## src/inc/overcurrent_guard_cfg.svh

```systemverilog
// Timing and count constants for the overcurrent hiccup sequencer.
// Assumes a 50 MHz system clock; the discharge count is in clk_sys cycles, the trip count in switching cycles.
`ifndef OVERCURRENT_GUARD_CFG_SVH
`define OVERCURRENT_GUARD_CFG_SVH

`define OCG_TRIP_COUNT      2'h2
`define OCG_DISCHARGE_CYCLES 9'h100
`define OCG_SS_WIDTH        24

`endif

```

## src/inc/overcurrent_guard_pkg.sv

```systemverilog
// Types for the overcurrent hiccup sequencer.
// Assumes nothing beyond the cfg header.
package overcurrent_guard_pkg;
	typedef enum logic [2:0] {
		ST_IDLE      = 3'h0,
		ST_DISCHARGE = 3'h1,
		ST_SOFTSTART = 3'h2,
		ST_RUN       = 3'h3,
		ST_WAIT      = 3'h4
	} guard_state_e;
endpackage

```

## src/design/overcurrent_guard.sv

```systemverilog
// Overcurrent hiccup sequencer: counts over-threshold switching cycles, shuts the
// power stage down, waits one soft-start length and restarts.
// Assumes cycleTick marks one switching cycle and comparator inputs are valid then.
`include "overcurrent_guard_cfg.svh"
`timescale 1ns/1ns
`default_nettype none

module overcurrent_guard
	import overcurrent_guard_pkg::*;
(
	input  wire logic                    clk_sys,
	input  wire logic                    rst_n,
	input  wire logic                    enable,
	input  wire logic                    powerOnOk,
	input  wire logic                    cycleTick,
	input  wire logic                    senseOverA,
	input  wire logic                    senseOverB,
	input  wire logic [`OCG_SS_WIDTH-1:0] softStartCycles,
	output logic                         switchEnable,
	output logic                         rampDischarge,
	output logic                         rampRun,
	output logic                         regulation_ok_flag,
	output logic                         overcurrent_event
);

	guard_state_e            state_q, state_d;
	logic [1:0]              ocCount_q, ocCount_d;
	logic [`OCG_SS_WIDTH-1:0] timer_q, timer_d;

	wire supplyOk   = enable & powerOnOk;
	wire sampleOver = senseOverA & senseOverB;
	wire sampleHit  = cycleTick & sampleOver;
	wire sampleLow  = cycleTick & ~sampleOver;
	wire activeSt   = (state_q == ST_SOFTSTART) || (state_q == ST_RUN);
	// Two-bit count is enough: the trip at two clears it before it could wrap
	wire [1:0] countInc = ocCount_q + 2'h1;
	wire tripNow    = activeSt & sampleHit & (countInc == `OCG_TRIP_COUNT);
	wire timerDone  = (timer_q == '0);
	wire [`OCG_SS_WIDTH-1:0] timerDec = timer_q - 1'b1;
	wire [`OCG_SS_WIDTH-1:0] dischargeLoad = `OCG_SS_WIDTH'(`OCG_DISCHARGE_CYCLES - 9'h1);
	wire [`OCG_SS_WIDTH-1:0] ssLoad = (softStartCycles == '0) ? '0 : softStartCycles - 1'b1;

	always_comb begin
		state_d   = state_q;
		ocCount_d = ocCount_q;
		timer_d   = timerDone ? timer_q : timerDec;
		case (state_q)
			ST_IDLE: begin
				ocCount_d = 2'h0;
				if (supplyOk) begin
					state_d = ST_SOFTSTART;
					timer_d = ssLoad;
				end
			end
			ST_DISCHARGE: begin
				ocCount_d = 2'h0;
				if (timerDone)
					state_d = ST_IDLE;
			end
			ST_SOFTSTART, ST_RUN: begin
				if (tripNow) begin
					state_d   = ST_WAIT;
					ocCount_d = 2'h0;
					timer_d   = ssLoad;
				end else begin
					if (sampleHit)
						ocCount_d = countInc;
					else if (sampleLow)
						ocCount_d = 2'h0;
					if (state_q == ST_SOFTSTART && timerDone)
						state_d = ST_RUN;
				end
			end
			ST_WAIT: begin
				ocCount_d = 2'h0;
				if (timerDone) begin
					state_d = ST_SOFTSTART;
					timer_d = ssLoad;
				end
			end
			default: begin
				state_d   = ST_IDLE;
				ocCount_d = 2'h0;
			end
		endcase
		if (!supplyOk && state_q != ST_IDLE && state_q != ST_DISCHARGE) begin
			state_d   = ST_DISCHARGE;
			ocCount_d = 2'h0;
			timer_d   = dischargeLoad;
		end
	end

	always_ff @(posedge clk_sys or negedge rst_n) begin
		if (!rst_n) begin
			state_q   <= ST_IDLE;
			ocCount_q <= 2'h0;
			timer_q   <= '0;
		end else begin
			state_q   <= state_d;
			ocCount_q <= ocCount_d;
			timer_q   <= timer_d;
		end
	end

	// Outputs registered from the next state, overcurrent_event from tripNow, so they change with the state itself
	always_ff @(posedge clk_sys or negedge rst_n) begin
		if (!rst_n) begin
			switchEnable       <= 1'b0;
			rampDischarge      <= 1'b0;
			rampRun            <= 1'b0;
			regulation_ok_flag <= 1'b0;
			overcurrent_event  <= 1'b0;
		end else begin
			switchEnable       <= (state_d == ST_SOFTSTART) || (state_d == ST_RUN);
			rampDischarge      <= (state_d == ST_DISCHARGE);
			rampRun            <= (state_d == ST_SOFTSTART);
			regulation_ok_flag <= (state_d == ST_RUN) && enable;
			overcurrent_event  <= tripNow;
		end
	end

	// Trip path
	a_trip_shutdown: assert property (@(posedge clk_sys) disable iff (!rst_n)
		(tripNow && supplyOk)
		|=> (state_q == ST_WAIT) && !switchEnable && ocCount_q == 2'h0)
		else $error("trip did not shut down into wait");

	a_single_hit: assert property (@(posedge clk_sys) disable iff (!rst_n)
		(activeSt && supplyOk && sampleHit && ocCount_q == 2'h0)
		|=> state_q != ST_WAIT)
		else $error("single sample caused a trip");

	a_both_needed: assert property (@(posedge clk_sys) disable iff (!rst_n)
		(activeSt && supplyOk && cycleTick && !(senseOverA && senseOverB))
		|=> ocCount_q == 2'h0)
		else $error("counter kept without agreement");

	a_one_comparator: assert property (@(posedge clk_sys) disable iff (!rst_n)
		(activeSt && supplyOk && cycleTick && (senseOverA ^ senseOverB))
		|=> ocCount_q == 2'h0 && state_q != ST_WAIT)
		else $error("single comparator counted as overcurrent");

	a_count_step: assert property (@(posedge clk_sys) disable iff (!rst_n)
		(activeSt && supplyOk && !cycleTick)
		|=> $stable(ocCount_q))
		else $error("counter moved without a cycle tick");

	a_count_up: assert property (@(posedge clk_sys) disable iff (!rst_n)
		(activeSt && supplyOk && sampleHit && ocCount_q == 2'h0)
		|=> ocCount_q == 2'h1)
		else $error("counter did not advance on a hit");

	a_event_pulse: assert property (@(posedge clk_sys) disable iff (!rst_n)
		overcurrent_event
		|=> !overcurrent_event)
		else $error("trip event longer than one cycle");

	// Hiccup wait and restart
	a_wait_dark: assert property (@(posedge clk_sys) disable iff (!rst_n)
		(state_q == ST_WAIT)
		|-> !switchEnable && !regulation_ok_flag)
		else $error("switches on while waiting");

	a_wait_clear: assert property (@(posedge clk_sys) disable iff (!rst_n)
		(state_q == ST_WAIT)
		|-> ocCount_q == 2'h0)
		else $error("counter not clear while waiting");

	a_wait_hold: assert property (@(posedge clk_sys) disable iff (!rst_n)
		(state_q == ST_WAIT && !timerDone && supplyOk)
		|=> state_q == ST_WAIT)
		else $error("wait ended before the soft-start length");

	a_wait_restart: assert property (@(posedge clk_sys) disable iff (!rst_n)
		(state_q == ST_WAIT && timerDone && supplyOk)
		|=> state_q == ST_SOFTSTART && rampRun)
		else $error("no restart after wait");

	a_retry_again: assert property (@(posedge clk_sys) disable iff (!rst_n)
		(state_q == ST_SOFTSTART && tripNow && supplyOk)
		|=> state_q == ST_WAIT)
		else $error("restart trip did not start a new hiccup");

	a_ss_to_run: assert property (@(posedge clk_sys) disable iff (!rst_n)
		(state_q == ST_SOFTSTART && timerDone && supplyOk && !tripNow)
		|=> regulation_ok_flag)
		else $error("regulation ok not raised after soft-start");

	a_run_switch: assert property (@(posedge clk_sys) disable iff (!rst_n)
		(state_q == ST_RUN)
		|-> switchEnable && !rampRun)
		else $error("switches off while running");

	// Supply loss
	a_enable_drop: assert property (@(posedge clk_sys) disable iff (!rst_n)
		$fell(enable)
		|=> !regulation_ok_flag)
		else $error("regulation ok stayed high after enable fell");

	a_discharge_len: assert property (@(posedge clk_sys) disable iff (!rst_n)
		(state_q != ST_DISCHARGE && state_q != ST_IDLE && !supplyOk)
		|=> (rampDischarge [*8]))
		else $error("discharge shorter than expected");

	a_idle_clear: assert property (@(posedge clk_sys) disable iff (!rst_n)
		(state_q == ST_IDLE || state_q == ST_DISCHARGE)
		|-> ocCount_q == 2'h0 && !switchEnable)
		else $error("counter or switches active in idle or discharge");

	a_discharge_idle: assert property (@(posedge clk_sys) disable iff (!rst_n)
		(state_q == ST_DISCHARGE && timerDone)
		|=> state_q == ST_IDLE)
		else $error("discharge did not return to idle");

endmodule

`default_nettype wire

```

## config.mk

```make
export PLATFORM = sky130hd
export DESIGN_NAME = overcurrent_guard
export DESIGN_NICKNAME = d
export VERILOG_FILES = /design/src/inc/overcurrent_guard_pkg.sv /design/src/design/overcurrent_guard.sv
export VERILOG_INCLUDE_DIRS = /design/src /design/src/inc
export SDC_FILE = /design/constraint.sdc
export NUM_CORES = 1
export LEC_CHECK = 0
export BUFFER_PORTS_ARGS = -buffer_cell sky130_fd_sc_hd__buf_4
export CORE_MARGIN = 10
export CORE_UTILIZATION = 33
export DETAILED_ROUTE_END_ITERATION = 16
export HOLD_SLACK_MARGIN = 0.08
export MAX_ROUTING_LAYER = met4
export PLACE_DENSITY = 0.52
export REMOVE_ABC_BUFFERS = 1
export SYNTH_ARGS = -nofsm -noshare
export SYNTH_HDL_FRONTEND = slang
export SYNTH_SLANG_ARGS = --single-unit
export TNS_END_PERCENT = 5
```

## constraint.sdc

```tcl
create_clock -name clk_sys -period 4.5 [get_ports clk_sys]
set_input_delay 0.9 -clock clk_sys [delete_from_list [all_inputs] [get_ports clk_sys]]
set_output_delay 0.9 -clock clk_sys [all_outputs]
set_load 0.01 [all_outputs]
```

==> results.json, run 1 <==
{
  "peakVddDrop_mv": 0.150,
  "cts_buffers": 5,
  "fin_worst_skew_ns": 0.0133,
  "num_rows": 32,
  "synthesis.area_sq_um": 2670,
  "area_growth_syn_to_layout_pct": 17.5,
  "postCtsSetupRepairBufs": 0,
  "worst_pin_slew_ns": 0.733,
  "finalSetupViolations": 0,
  "drt-met1-wl_microns": 3630,
  "slew_viol_final": 0,
  "rsz0062_at_grt": "no",
  "layout_commonest_cell": "buf_4",
  "worstSetupPathType": "reg2reg",
  "power.leakage_uw": 0.00116,
  "cp_top_family": "simple AND/OR/NAND/NOR gates",
  "hold_viol": 0,
  "clk_latency_ns": 0.30,
  "ys_top_cells_by_area": "dfrtp_1, xor2_1, nor2_1",
  "grt_pass1_vias": 2483,
  "maxCapViolCount": 0,
  "synth_cell_types": 60,
  "worstPathRequired_ns": 4.67,
  "drive_gt1_frac": 0.192,
  "status": "finished clean",
  "fin_util": 0.402,
  "dr.pass1.iters": 5,
  "synth_edf_count": 0,
  "netlist_instances": 302,
  "routed_wl_microns": 7540,
  "io_buffers": 35,
  "fin_nets": 373,
  "ys.flop_type": "dfrtp_1",
  "hold_path.class": "in2async",
  "slew_headroom": 0.510,
  "min_period_ns": 2.68,
  "synth_seq_cells": 34,
  "path_cells": "inv_1 -> ha_1 -> or3b_2 -> nor4_4 -> nand2_1 -> a21boi_0 -> o22ai_1",
  "critPathSlowestCell": "nor4_4",
  "boundaryPins": 36,
  "ctsHoldBuffers": 0,
  "post_cts_resized": 0,
  "cellPowerDensity_nw_per_um2": 506,
  "cts_num_sinks": 34,
  "fin_crit_sh": 0.595,
  "die_w_microns": 110,
  "drcViolationCount": 0,
  "r2r_setup_slack_ns": 1.82,
  "core_sq_um": 7810,
  "synth_async_sr_flop_share": 1.00,
  "grt_max_degree": 35,
  "wire_per_inst_microns": 17.1,
  "start_util": 0.342,
  "yosys.area.top_type": "dfrtp_1",
  "die_h_microns": 110,
  "final_cell_mix": "buf_4, dfrtp_1, nor2_1, xor2_1, nand2_1",
  "vias": 2493,
  "slowest_delay_ns": 0.65,
  "crit_buf_inv": 1,
  "die_area_sq_um": 12100,
  "dp_hpwl_microns": 5830,
  "setup_tns_ns": 0,
  "worstPathArrival_ns": 2.84,
  "clk_pin_slew_ns": 0.08,
  "antenna_found_initial": 0,
  "grt.total_usage": 0.131,
  "routed_via_density": 5.65,
  "overflow": 0,
  "htreeDepth": 2,
  "max_freq_mhz": 374,
  "wl_met3_microns": 303,
  "worstSetupEndpointType": "register",
  "critical_path.max_fanout": 10,
  "num_antenna_cells": 0,
  "cts_buffer_depth": 2,
  "gp_congestion": 0.827,
  "synth_sequential_area_ratio": 0.319,
  "syn_avg_cell_area_sq_um": 8.84,
  "cts_root_buffer": "clkbuf_8",
  "met2_length_microns": 3480,
  "yosysTopAreaCellShare": 0.319,
  "cts_tree": "done",
  "ys_warn_count": 0,
  "highest_layer": "met4",
  "start_kind": "register",
  "drt_iter0_drc": 150,
  "drt.antenna.violating_nets": 0,
  "grt_pass1_wl_microns": 12300
}
[registers in the layout (all words and copies together) (netlist names)]
signal,count
overcurrent_event,1
rampRun,1
ocCount_q,2
timer_q,24
regulation_ok_flag,1
state_q,3
rampDischarge,1
switchEnable,1
[final timing paths]
check / startpoint / end / cells past startpoint
max in group asynchronous: rst_n / timer_q[17] / 1
min: rst_n / timer_q[3] / 1
min in group clk_sys: ocCount_q[0] / ocCount_q[0] / 2
min reg2reg: ocCount_q[0] / ocCount_q[0] / 2
max: timer_q[0] / timer_q[8] / 7
max reg2reg: timer_q[0] / timer_q[8] / 7
[through the flow]
step	power [uW]	cell area, sq um	hold slack [ns]	std cells	setup slack [ns]
after floorplan	1100	2620	0.543	292	1.99
after global placement	1330	3040	0.567	433	1.67
after detailed placement	1330	3040	0.578	433	1.64
after CTS	1580	3140	0.558	441	1.80
after global routing	1700	3140	0.581	441	1.62
final	1590	3140	0.539	441	1.82
[Yosys cell counts, drive strengths merged, types with 4 or more instances]
master / instances
a21oi: 17
clkbuf: 8
dfrtp: 34
ha: 4
inv: 8
mux2i: 8
nand2: 19
nand2b: 5
nand3: 12
nand4: 7
nor2: 29
nor3: 18
nor4: 15
o211ai: 4
o21ai: 7
o22ai: 15
o31ai: 4
or3: 6
or4: 4
xnor2: 8
xor2: 20
[area by class of cell]
| type | count | area [sq um] |
|---|---|---|
| flip-flops and latches | 34 | 851 |
| clock inverters | 2 | 12.5 |
| repair buffers | 39 | 293 |
| fillers | 802 | 4670 |
| inverters | 8 | 30.0 |
| multi-input cells | 250 | 1740 |
| clock buffers | 6 | 82.6 |
| well taps | 102 | 128 |
[power breakdown]
part / switching, uW / leakage, uW / internal (uW)
Combinational: 464 / 0.000677 / 306
Sequential: 151 / 0.000440 / 419
Clock: 124 / 0.0000472 / 123
[layer usage]
layer,track usage,vias to the layer above
met4,0.0493,0
met1,0.167,1184
met2,0.203,73
met5,-,-
li1,-,1227
met3,0.0199,9
[worst reg2reg max path, cell delays in order, from the launching register on]
cell and delay, ns:
dfrtp_1 0.43, inv_1 0.08, ha_1 0.16, or3b_2 0.52, nor4_4 0.65, nand2_1 0.32, a21boi_0 0.29, o22ai_1 0.10
[kinds of logic after synthesis]
group,Yosys count,synth area share
and+or+nand+nor,135,0.304
AOI/OAI and AO/OA,73,0.199
DFF,34,0.319
xor gates and xnor gates,28,0.0918
buffers and inverters,18,0.0295
muxes,10,0.0384
adders and majority gates,4,0.0187
Note: power is estimated with default switching activity, not from simulation.
==> run 2, diff against run 1 <==
--- a/config.mk
+++ b/config.mk
@@ -6,13 +6,14 @@
 export SDC_FILE = /design/constraint.sdc
 export NUM_CORES = 1
 export LEC_CHECK = 0
+export ABC_AREA = 1
 export BUFFER_PORTS_ARGS = -buffer_cell sky130_fd_sc_hd__buf_4
 export CORE_MARGIN = 10
 export CORE_UTILIZATION = 33
 export DETAILED_ROUTE_END_ITERATION = 16
 export HOLD_SLACK_MARGIN = 0.08
 export MAX_ROUTING_LAYER = met4
-export PLACE_DENSITY = 0.52
+export PLACE_DENSITY = 0.53
 export REMOVE_ABC_BUFFERS = 1
 export SYNTH_ARGS = -nofsm -noshare
 export SYNTH_HDL_FRONTEND = slang
==> constraint.sdc (replaced) <==
create_clock -name clk_sys -period 2.4 [get_ports clk_sys]
set_input_delay 0.48 -clock clk_sys [delete_from_list [all_inputs] [get_ports clk_sys]]
set_output_delay 0.48 -clock clk_sys [all_outputs]
set_load 0.01 [all_outputs]
==> results.json, run 2 <==
{
  "instances_no_fill": 594,
  "dp_cells": 585,
  "setup_tns_ns": 0,
  "regMostFlops": "timer_q",
  "start_kind": "register",
  "cts_buffer_depth": 2,
  "cts_tree": "done",
  "largest_reg_flops": 24,
  "ys.flop_type": "dfrtp_1",
  "ctsHoldBuffers": 0,
  "rsz0062_at_grt": "no",
  "wire_per_inst_microns": 14.8,
  "yosysMostFrequentCell": "nand2_1",
  "yosysTopAreaCellShare": 0.290,
  "gp_congestion": 0.898,
  "largestRegisters": "timer_q x24, state_q x3, ocCount_q x2",
  "netlist_instances": 446,
  "overflow": 0,
  "synth_cell_types": 34,
  "antenna_found_initial": 0,
  "slew_headroom": 0.687,
  "synthesis.area_sq_um": 2930,
  "yosys.area.top_type": "dfrtp_1",
  "worstPathArrival_ns": 2.39,
  "ys_warn_count": 0,
  "finalSetupViolations": 0,
  "dp_hpwl_microns": 7210,
  "power.leakage_uw": 0.00160,
  "drcViolationCount": 0,
  "num_rows": 34,
  "io_buffers": 35,
  "synth_async_sr_flop_share": 1.00,
  "met1_usage": 0.176,
  "hold_viol": 0,
  "min_period_ns": 2.22,
  "peakVddDrop_mv": 0.367,
  "fin_nets": 520,
  "hold_path.class": "in2async",
  "routed_via_density": 4.81,
  "synth_common_cells": "nand2_1, nor2_1, inv_1",
  "num_antenna_cells": 0,
  "grt_pass1_wl_microns": 14700,
  "path_cells": "inv_1 -> ha_2 -> nand2_2 -> nor2_4 -> nand3_4 -> buf_4 -> nand2_8 -> nand2_4 -> nand3_1 -> o21a_1 -> nor2_1",
  "worstSetupPathType": "reg2reg",
  "r2r_cells": 11,
  "cts_root_buffer": "clkbuf_8",
  "clk_latency_ns": 0.29,
  "status": "finished clean",
  "num-fill-cells": 963,
  "drt.antenna.violating_nets": 0,
  "layout_commonest_cell": "nand2_1",
  "grt.total_usage": 0.141,
  "routed_wl_microns": 8820,
  "grtUsageMet2": 0.234,
  "cellPowerDensity_nw_per_um2": 978,
  "slowest_delay_ns": 0.43,
  "max_freq_mhz": 451,
  "core_sq_um": 8680,
  "vias": 2857,
  "clk_pin_slew_ns": 0.08,
  "synth_seq_cells": 34,
  "slew_viol_final": 0,
  "grt_max_degree": 35,
  "critical_path.max_fanout": 15,
  "fin_crit_sh": 0.925,
  "die_w_microns": 114,
  "synth_sequential_area_ratio": 0.290,
  "htreeDepth": 2,
  "area_growth_syn_to_layout_pct": 17.6,
  "maxCapViolCount": 0,
  "use_met3": 0.0110,
  "busiest_layer": "met2",
  "fin_worst_skew_ns": 0.00508,
  "synth_edf_count": 0,
  "syn_avg_cell_area_sq_um": 6.58,
  "die_area_sq_um": 13100,
  "start_util": 0.338,
  "dr.pass1.iters": 4,
  "worstPathRequired_ns": 2.57,
  "rr_startpoint": "timer_q[0]",
  "cts_num_sinks": 34,
  "critPathSlowestCell": "dfrtp_1",
  "grt_pass1_vias": 2984,
  "cts_buffers": 5,
  "final_cell_mix": "nand2_1, nor2_1, inv_1, buf_4, dfrtp_1",
  "drt_iter0_drc": 184,
  "drive_gt1_frac": 0.152,
  "ys_top_cells_by_area": "dfrtp_1, nand2_1, nor2_1",
  "worst_pin_slew_ns": 0.467,
  "boundaryPins": 36,
  "die_h_microns": 114,
  "worstSetupEndpointType": "register",
  "startpoint": "timer_q[0]"
}
[run 2: report_power, final]
group | switching, uW | internal (uW) | leakage [uW]
registers | 186 | 780 | 0.000437
clock network | 230 | 416 | 0.0000683
logic | 1120 | 641 | 0.00110
total | 1540 | 1840 | 0.00160
[run 2: through the flow]
stage	util	power [uW]	instance area, sq um	hold WS, ns	worst slack, ns
global route	0.398	3680	3450	0.148	0.0468
detailed placement	0.379	2710	3290	0.466	0.119
floorplan	-	2230	2870	0.184	0.238
CTS	0.395	3360	3430	0.144	0.0895
finish	0.398	3370	3450	0.129	0.180
global placement	0.379	2710	3290	0.464	0.234
[run 2: layout make-up]
| cell class | count | area (sq um) | area share |
|---|---|---|---|
| multi-input combinational | 363 | 1860 | 0.540 |
| sequential | 34 | 851 | 0.247 |
| timing repair buffer | 39 | 305 | 0.0885 |
| inverter | 42 | 160 | 0.0464 |
| tap | 108 | 135 | 0.0392 |
| clock buffer | 5 | 68.8 | 0.0199 |
| clock inverter | 3 | 68.8 | 0.0199 |
[run 2: metal layers]
| metal | share of wire | wire, microns |
|---|---|---|
| met4 | 0.020 | 178 |
| met1 | 0.48 | 4240 |
| met3 | 0.025 | 219 |
| met5 | 0 | 0 |
| met2 | 0.47 | 4180 |
[run 2: worst max-delay path: cells and delay by family, from the launching register on]
kind,cells,cell delay (ns)
buffers and inverters,2,0.39
AND/OR/NAND/NOR,7,0.89
flip-flops,1,0.43
AO/OA/AOI/OAI,1,0.13
adder cells (fa/ha/maj),1,0.26
[run 2: worst paths after layout]
| path | to | slack [ns] |
|---|---|---|
| max in group asynchronous | timer_q[11] | 1.95 |
| min reg2reg | ocCount_q[1] | 0.50 |
| min | rampDischarge | 0.13 |
| min in group clk_sys | ocCount_q[1] | 0.48 |
| max | timer_q[20] | 0.18 |
| max reg2reg | timer_q[20] | 0.18 |
[run 2: timing repair]
| item | 4_1_cts | 5_1_grt |
|---|---|---|
| gates resized for setup | 0 | 1 |
| setup buffers | 0 | 1 |
| endpoints found under the setup margin | 0 | 15 |
[run 2: logic make-up (layout without fill, tap and decap cells)]
family	count (synthesis)	count (layout)	share of synthesized area
xor+xnor	31	31	0.0925
fa+ha+maj	4	4	0.0171
buf+inv	49	89	0.0763
simple gates	289	289	0.436
flops	34	34	0.290
compound gates	39	39	0.0883
==> run 3, diff against run 2 <==
--- a/config.mk
+++ b/config.mk
@@ -9,11 +9,11 @@
 export ABC_AREA = 1
 export BUFFER_PORTS_ARGS = -buffer_cell sky130_fd_sc_hd__buf_4
 export CORE_MARGIN = 10
-export CORE_UTILIZATION = 33
+export CORE_UTILIZATION = 53
 export DETAILED_ROUTE_END_ITERATION = 16
 export HOLD_SLACK_MARGIN = 0.08
 export MAX_ROUTING_LAYER = met4
-export PLACE_DENSITY = 0.53
+export PLACE_DENSITY = 0.78
 export REMOVE_ABC_BUFFERS = 1
 export SYNTH_ARGS = -nofsm -noshare
 export SYNTH_HDL_FRONTEND = slang
==> results.json, run 3 (synthesized netlist as in run 2, its figures left out) <==
{
  "peakVddDrop_mv": 0.425,
  "final_cell_mix": "nand2_1, nor2_1, buf_4, inv_1, dfrtp_1",
  "hold_path.class": "in2async",
  "clk_latency_ns": 0.30,
  "min_period_ns": 2.24,
  "largestRegisters": "timer_q x24, state_q x3, ocCount_q x2",
  "die_w_microns": 94.4,
  "maxCapViolCount": 0,
  "fin_crit_sh": 0.934,
  "rsz0062_at_grt": "no",
  "clk_pin_slew_ns": 0.08,
  "finalSetupViolations": 0,
  "fin_nets": 522,
  "start_util": 0.539,
  "cts_root_buffer": "clkbuf_8",
  "area_growth_syn_to_layout_pct": 16.2,
  "num-fill-cells": 506,
  "worstPathRequired_ns": 2.63,
  "drt.antenna.violating_nets": 0,
  "die_h_microns": 94.4,
  "ctsHoldBuffers": 0,
  "slew_viol_final": 0,
  "critical_path.max_fanout": 19,
  "dp_hpwl_microns": 6610,
  "routed_via_density": 5.42,
  "fin_worst_skew_ns": 0.00933,
  "overflow": 0,
  "drcViolationCount": 0,
  "routed_wl_microns": 8230,
  "io_buffers": 35,
  "worstSetupEndpointType": "register",
  "worst_pin_slew_ns": 0.444,
  "dr.pass1.iters": 5,
  "grt_pass1_vias": 2943,
  "slew_headroom": 0.704,
  "core_sq_um": 5440,
  "hold_viol": 0,
  "drive_gt1_frac": 0.154,
  "cts_num_sinks": 34,
  "layout_commonest_cell": "nand2_1",
  "num_rows": 27,
  "cts_buffers": 5,
  "worstPathArrival_ns": 2.47,
  "status": "finished clean",
  "max_freq_mhz": 446,
  "boundaryPins": 36,
  "dp_cells": 552,
  "wire_per_inst_microns": 14.7,
  "cts_buffer_depth": 2,
  "start_kind": "register",
  "grt_max_degree": 35,
  "htreeDepth": 2,
  "postCtsSetupRepairBufs": 0,
  "drt_iter0_drc": 331,
  "regMostFlops": "timer_q",
  "num_antenna_cells": 0,
  "instances_no_fill": 560,
  "worstSetupPathType": "reg2reg",
  "grt.total_usage": 0.197,
  "power.leakage_uw": 0.00161,
  "die_area_sq_um": 8910,
  "antenna_found_initial": 0,
  "setup_tns_ns": 0,
  "grt_pass1_wl_microns": 13600,
  "post_cts_resized": 0,
  "vias": 3034,
  "largest_reg_flops": 24,
  "cellPowerDensity_nw_per_um2": 1000,
  "cts_tree": "done",
  "gp_congestion": 0.977
}
run 3: cell count changes in the layout (fill, tap and decap cells not counted):
cell      delta
buf_4        +3
ha_2         -1
clkbuf_8     +1
buf_12       -1
ha_1         +1
clkinv_4     -1
run 3: path summary, 6_finish.rpt:
kind / startpoint / depth (start not counted) / endpoint / slack, ns
max: timer_q[0] / 11 / timer_q[20] / 0.16
min: rst_n / 1 / state_q[0] / 0.12
max reg2reg: timer_q[0] / 11 / timer_q[20] / 0.16
min reg2reg: ocCount_q[0] / 1 / ocCount_q[0] / 0.50
max in group asynchronous: rst_n / 1 / timer_q[19] / 1.96
min in group clk_sys: cycleTick / 4 / ocCount_q[1] / 0.49
run 3: metal layers:
layer  wire length (microns)  global-route usage  vias to the layer above
met5                       0                   -                        -
met4                     167              0.0785                        0
met3                     469              0.0214                       13
met2                    3870               0.315                      118
met1                    3730               0.247                     1397
li1                        -                   -                     1506
run 3: critical path, cell delays in order (launching register included):
cell and delay (ns):
dfrtp_1 0.45, inv_1 0.14, ha_1 0.26, nand2_2 0.14
nor2_4 0.07, nand3_4 0.09, buf_4 0.30, nand2_8 0.08
nand2_4 0.20, nand3_1 0.18, o21a_1 0.15, nor2_1 0.10
run 3: power breakdown:
| group | internal, uW | switching (uW) |
|---|---|---|
| combinational | 638 | 1150 |
| clock | 443 | 225 |
| sequential | 781 | 189 |
| total | 1860 | 1570 |
run 3: cell type report:
| class | count | area (sq um) | area share |
|---|---|---|---|
| Clock buffer | 6 | 82.6 | 0.0242 |
| Inverter | 42 | 160 | 0.0470 |
| Sequential cell | 34 | 851 | 0.249 |
| Clock inverter | 2 | 60.1 | 0.0176 |
| Tap cell | 72 | 90.1 | 0.0264 |
| Multi-Input combinational cell | 363 | 1860 | 0.545 |
| Timing Repair Buffer | 41 | 308 | 0.0902 |
run 3: stage by stage:
| step | instance area [sq um] | setup WS, ns | hold WS [ns] | total power (uW) | util |
|---|---|---|---|---|---|
| 2_1_floorplan | 2870 | 0.238 | 0.184 | 2230 | - |
| 3_3_place_gp | 3270 | 0.191 | 0.449 | 2720 | 0.601 |
| 3_5_place_dp | 3270 | 0.200 | 0.459 | 2730 | 0.601 |
| 4_1_cts | 3410 | 0.177 | 0.142 | 3410 | 0.627 |
| 5_1_grt | 3410 | 0.0179 | 0.148 | 3700 | 0.627 |
| 6_report | 3410 | 0.159 | 0.119 | 3430 | 0.627 |
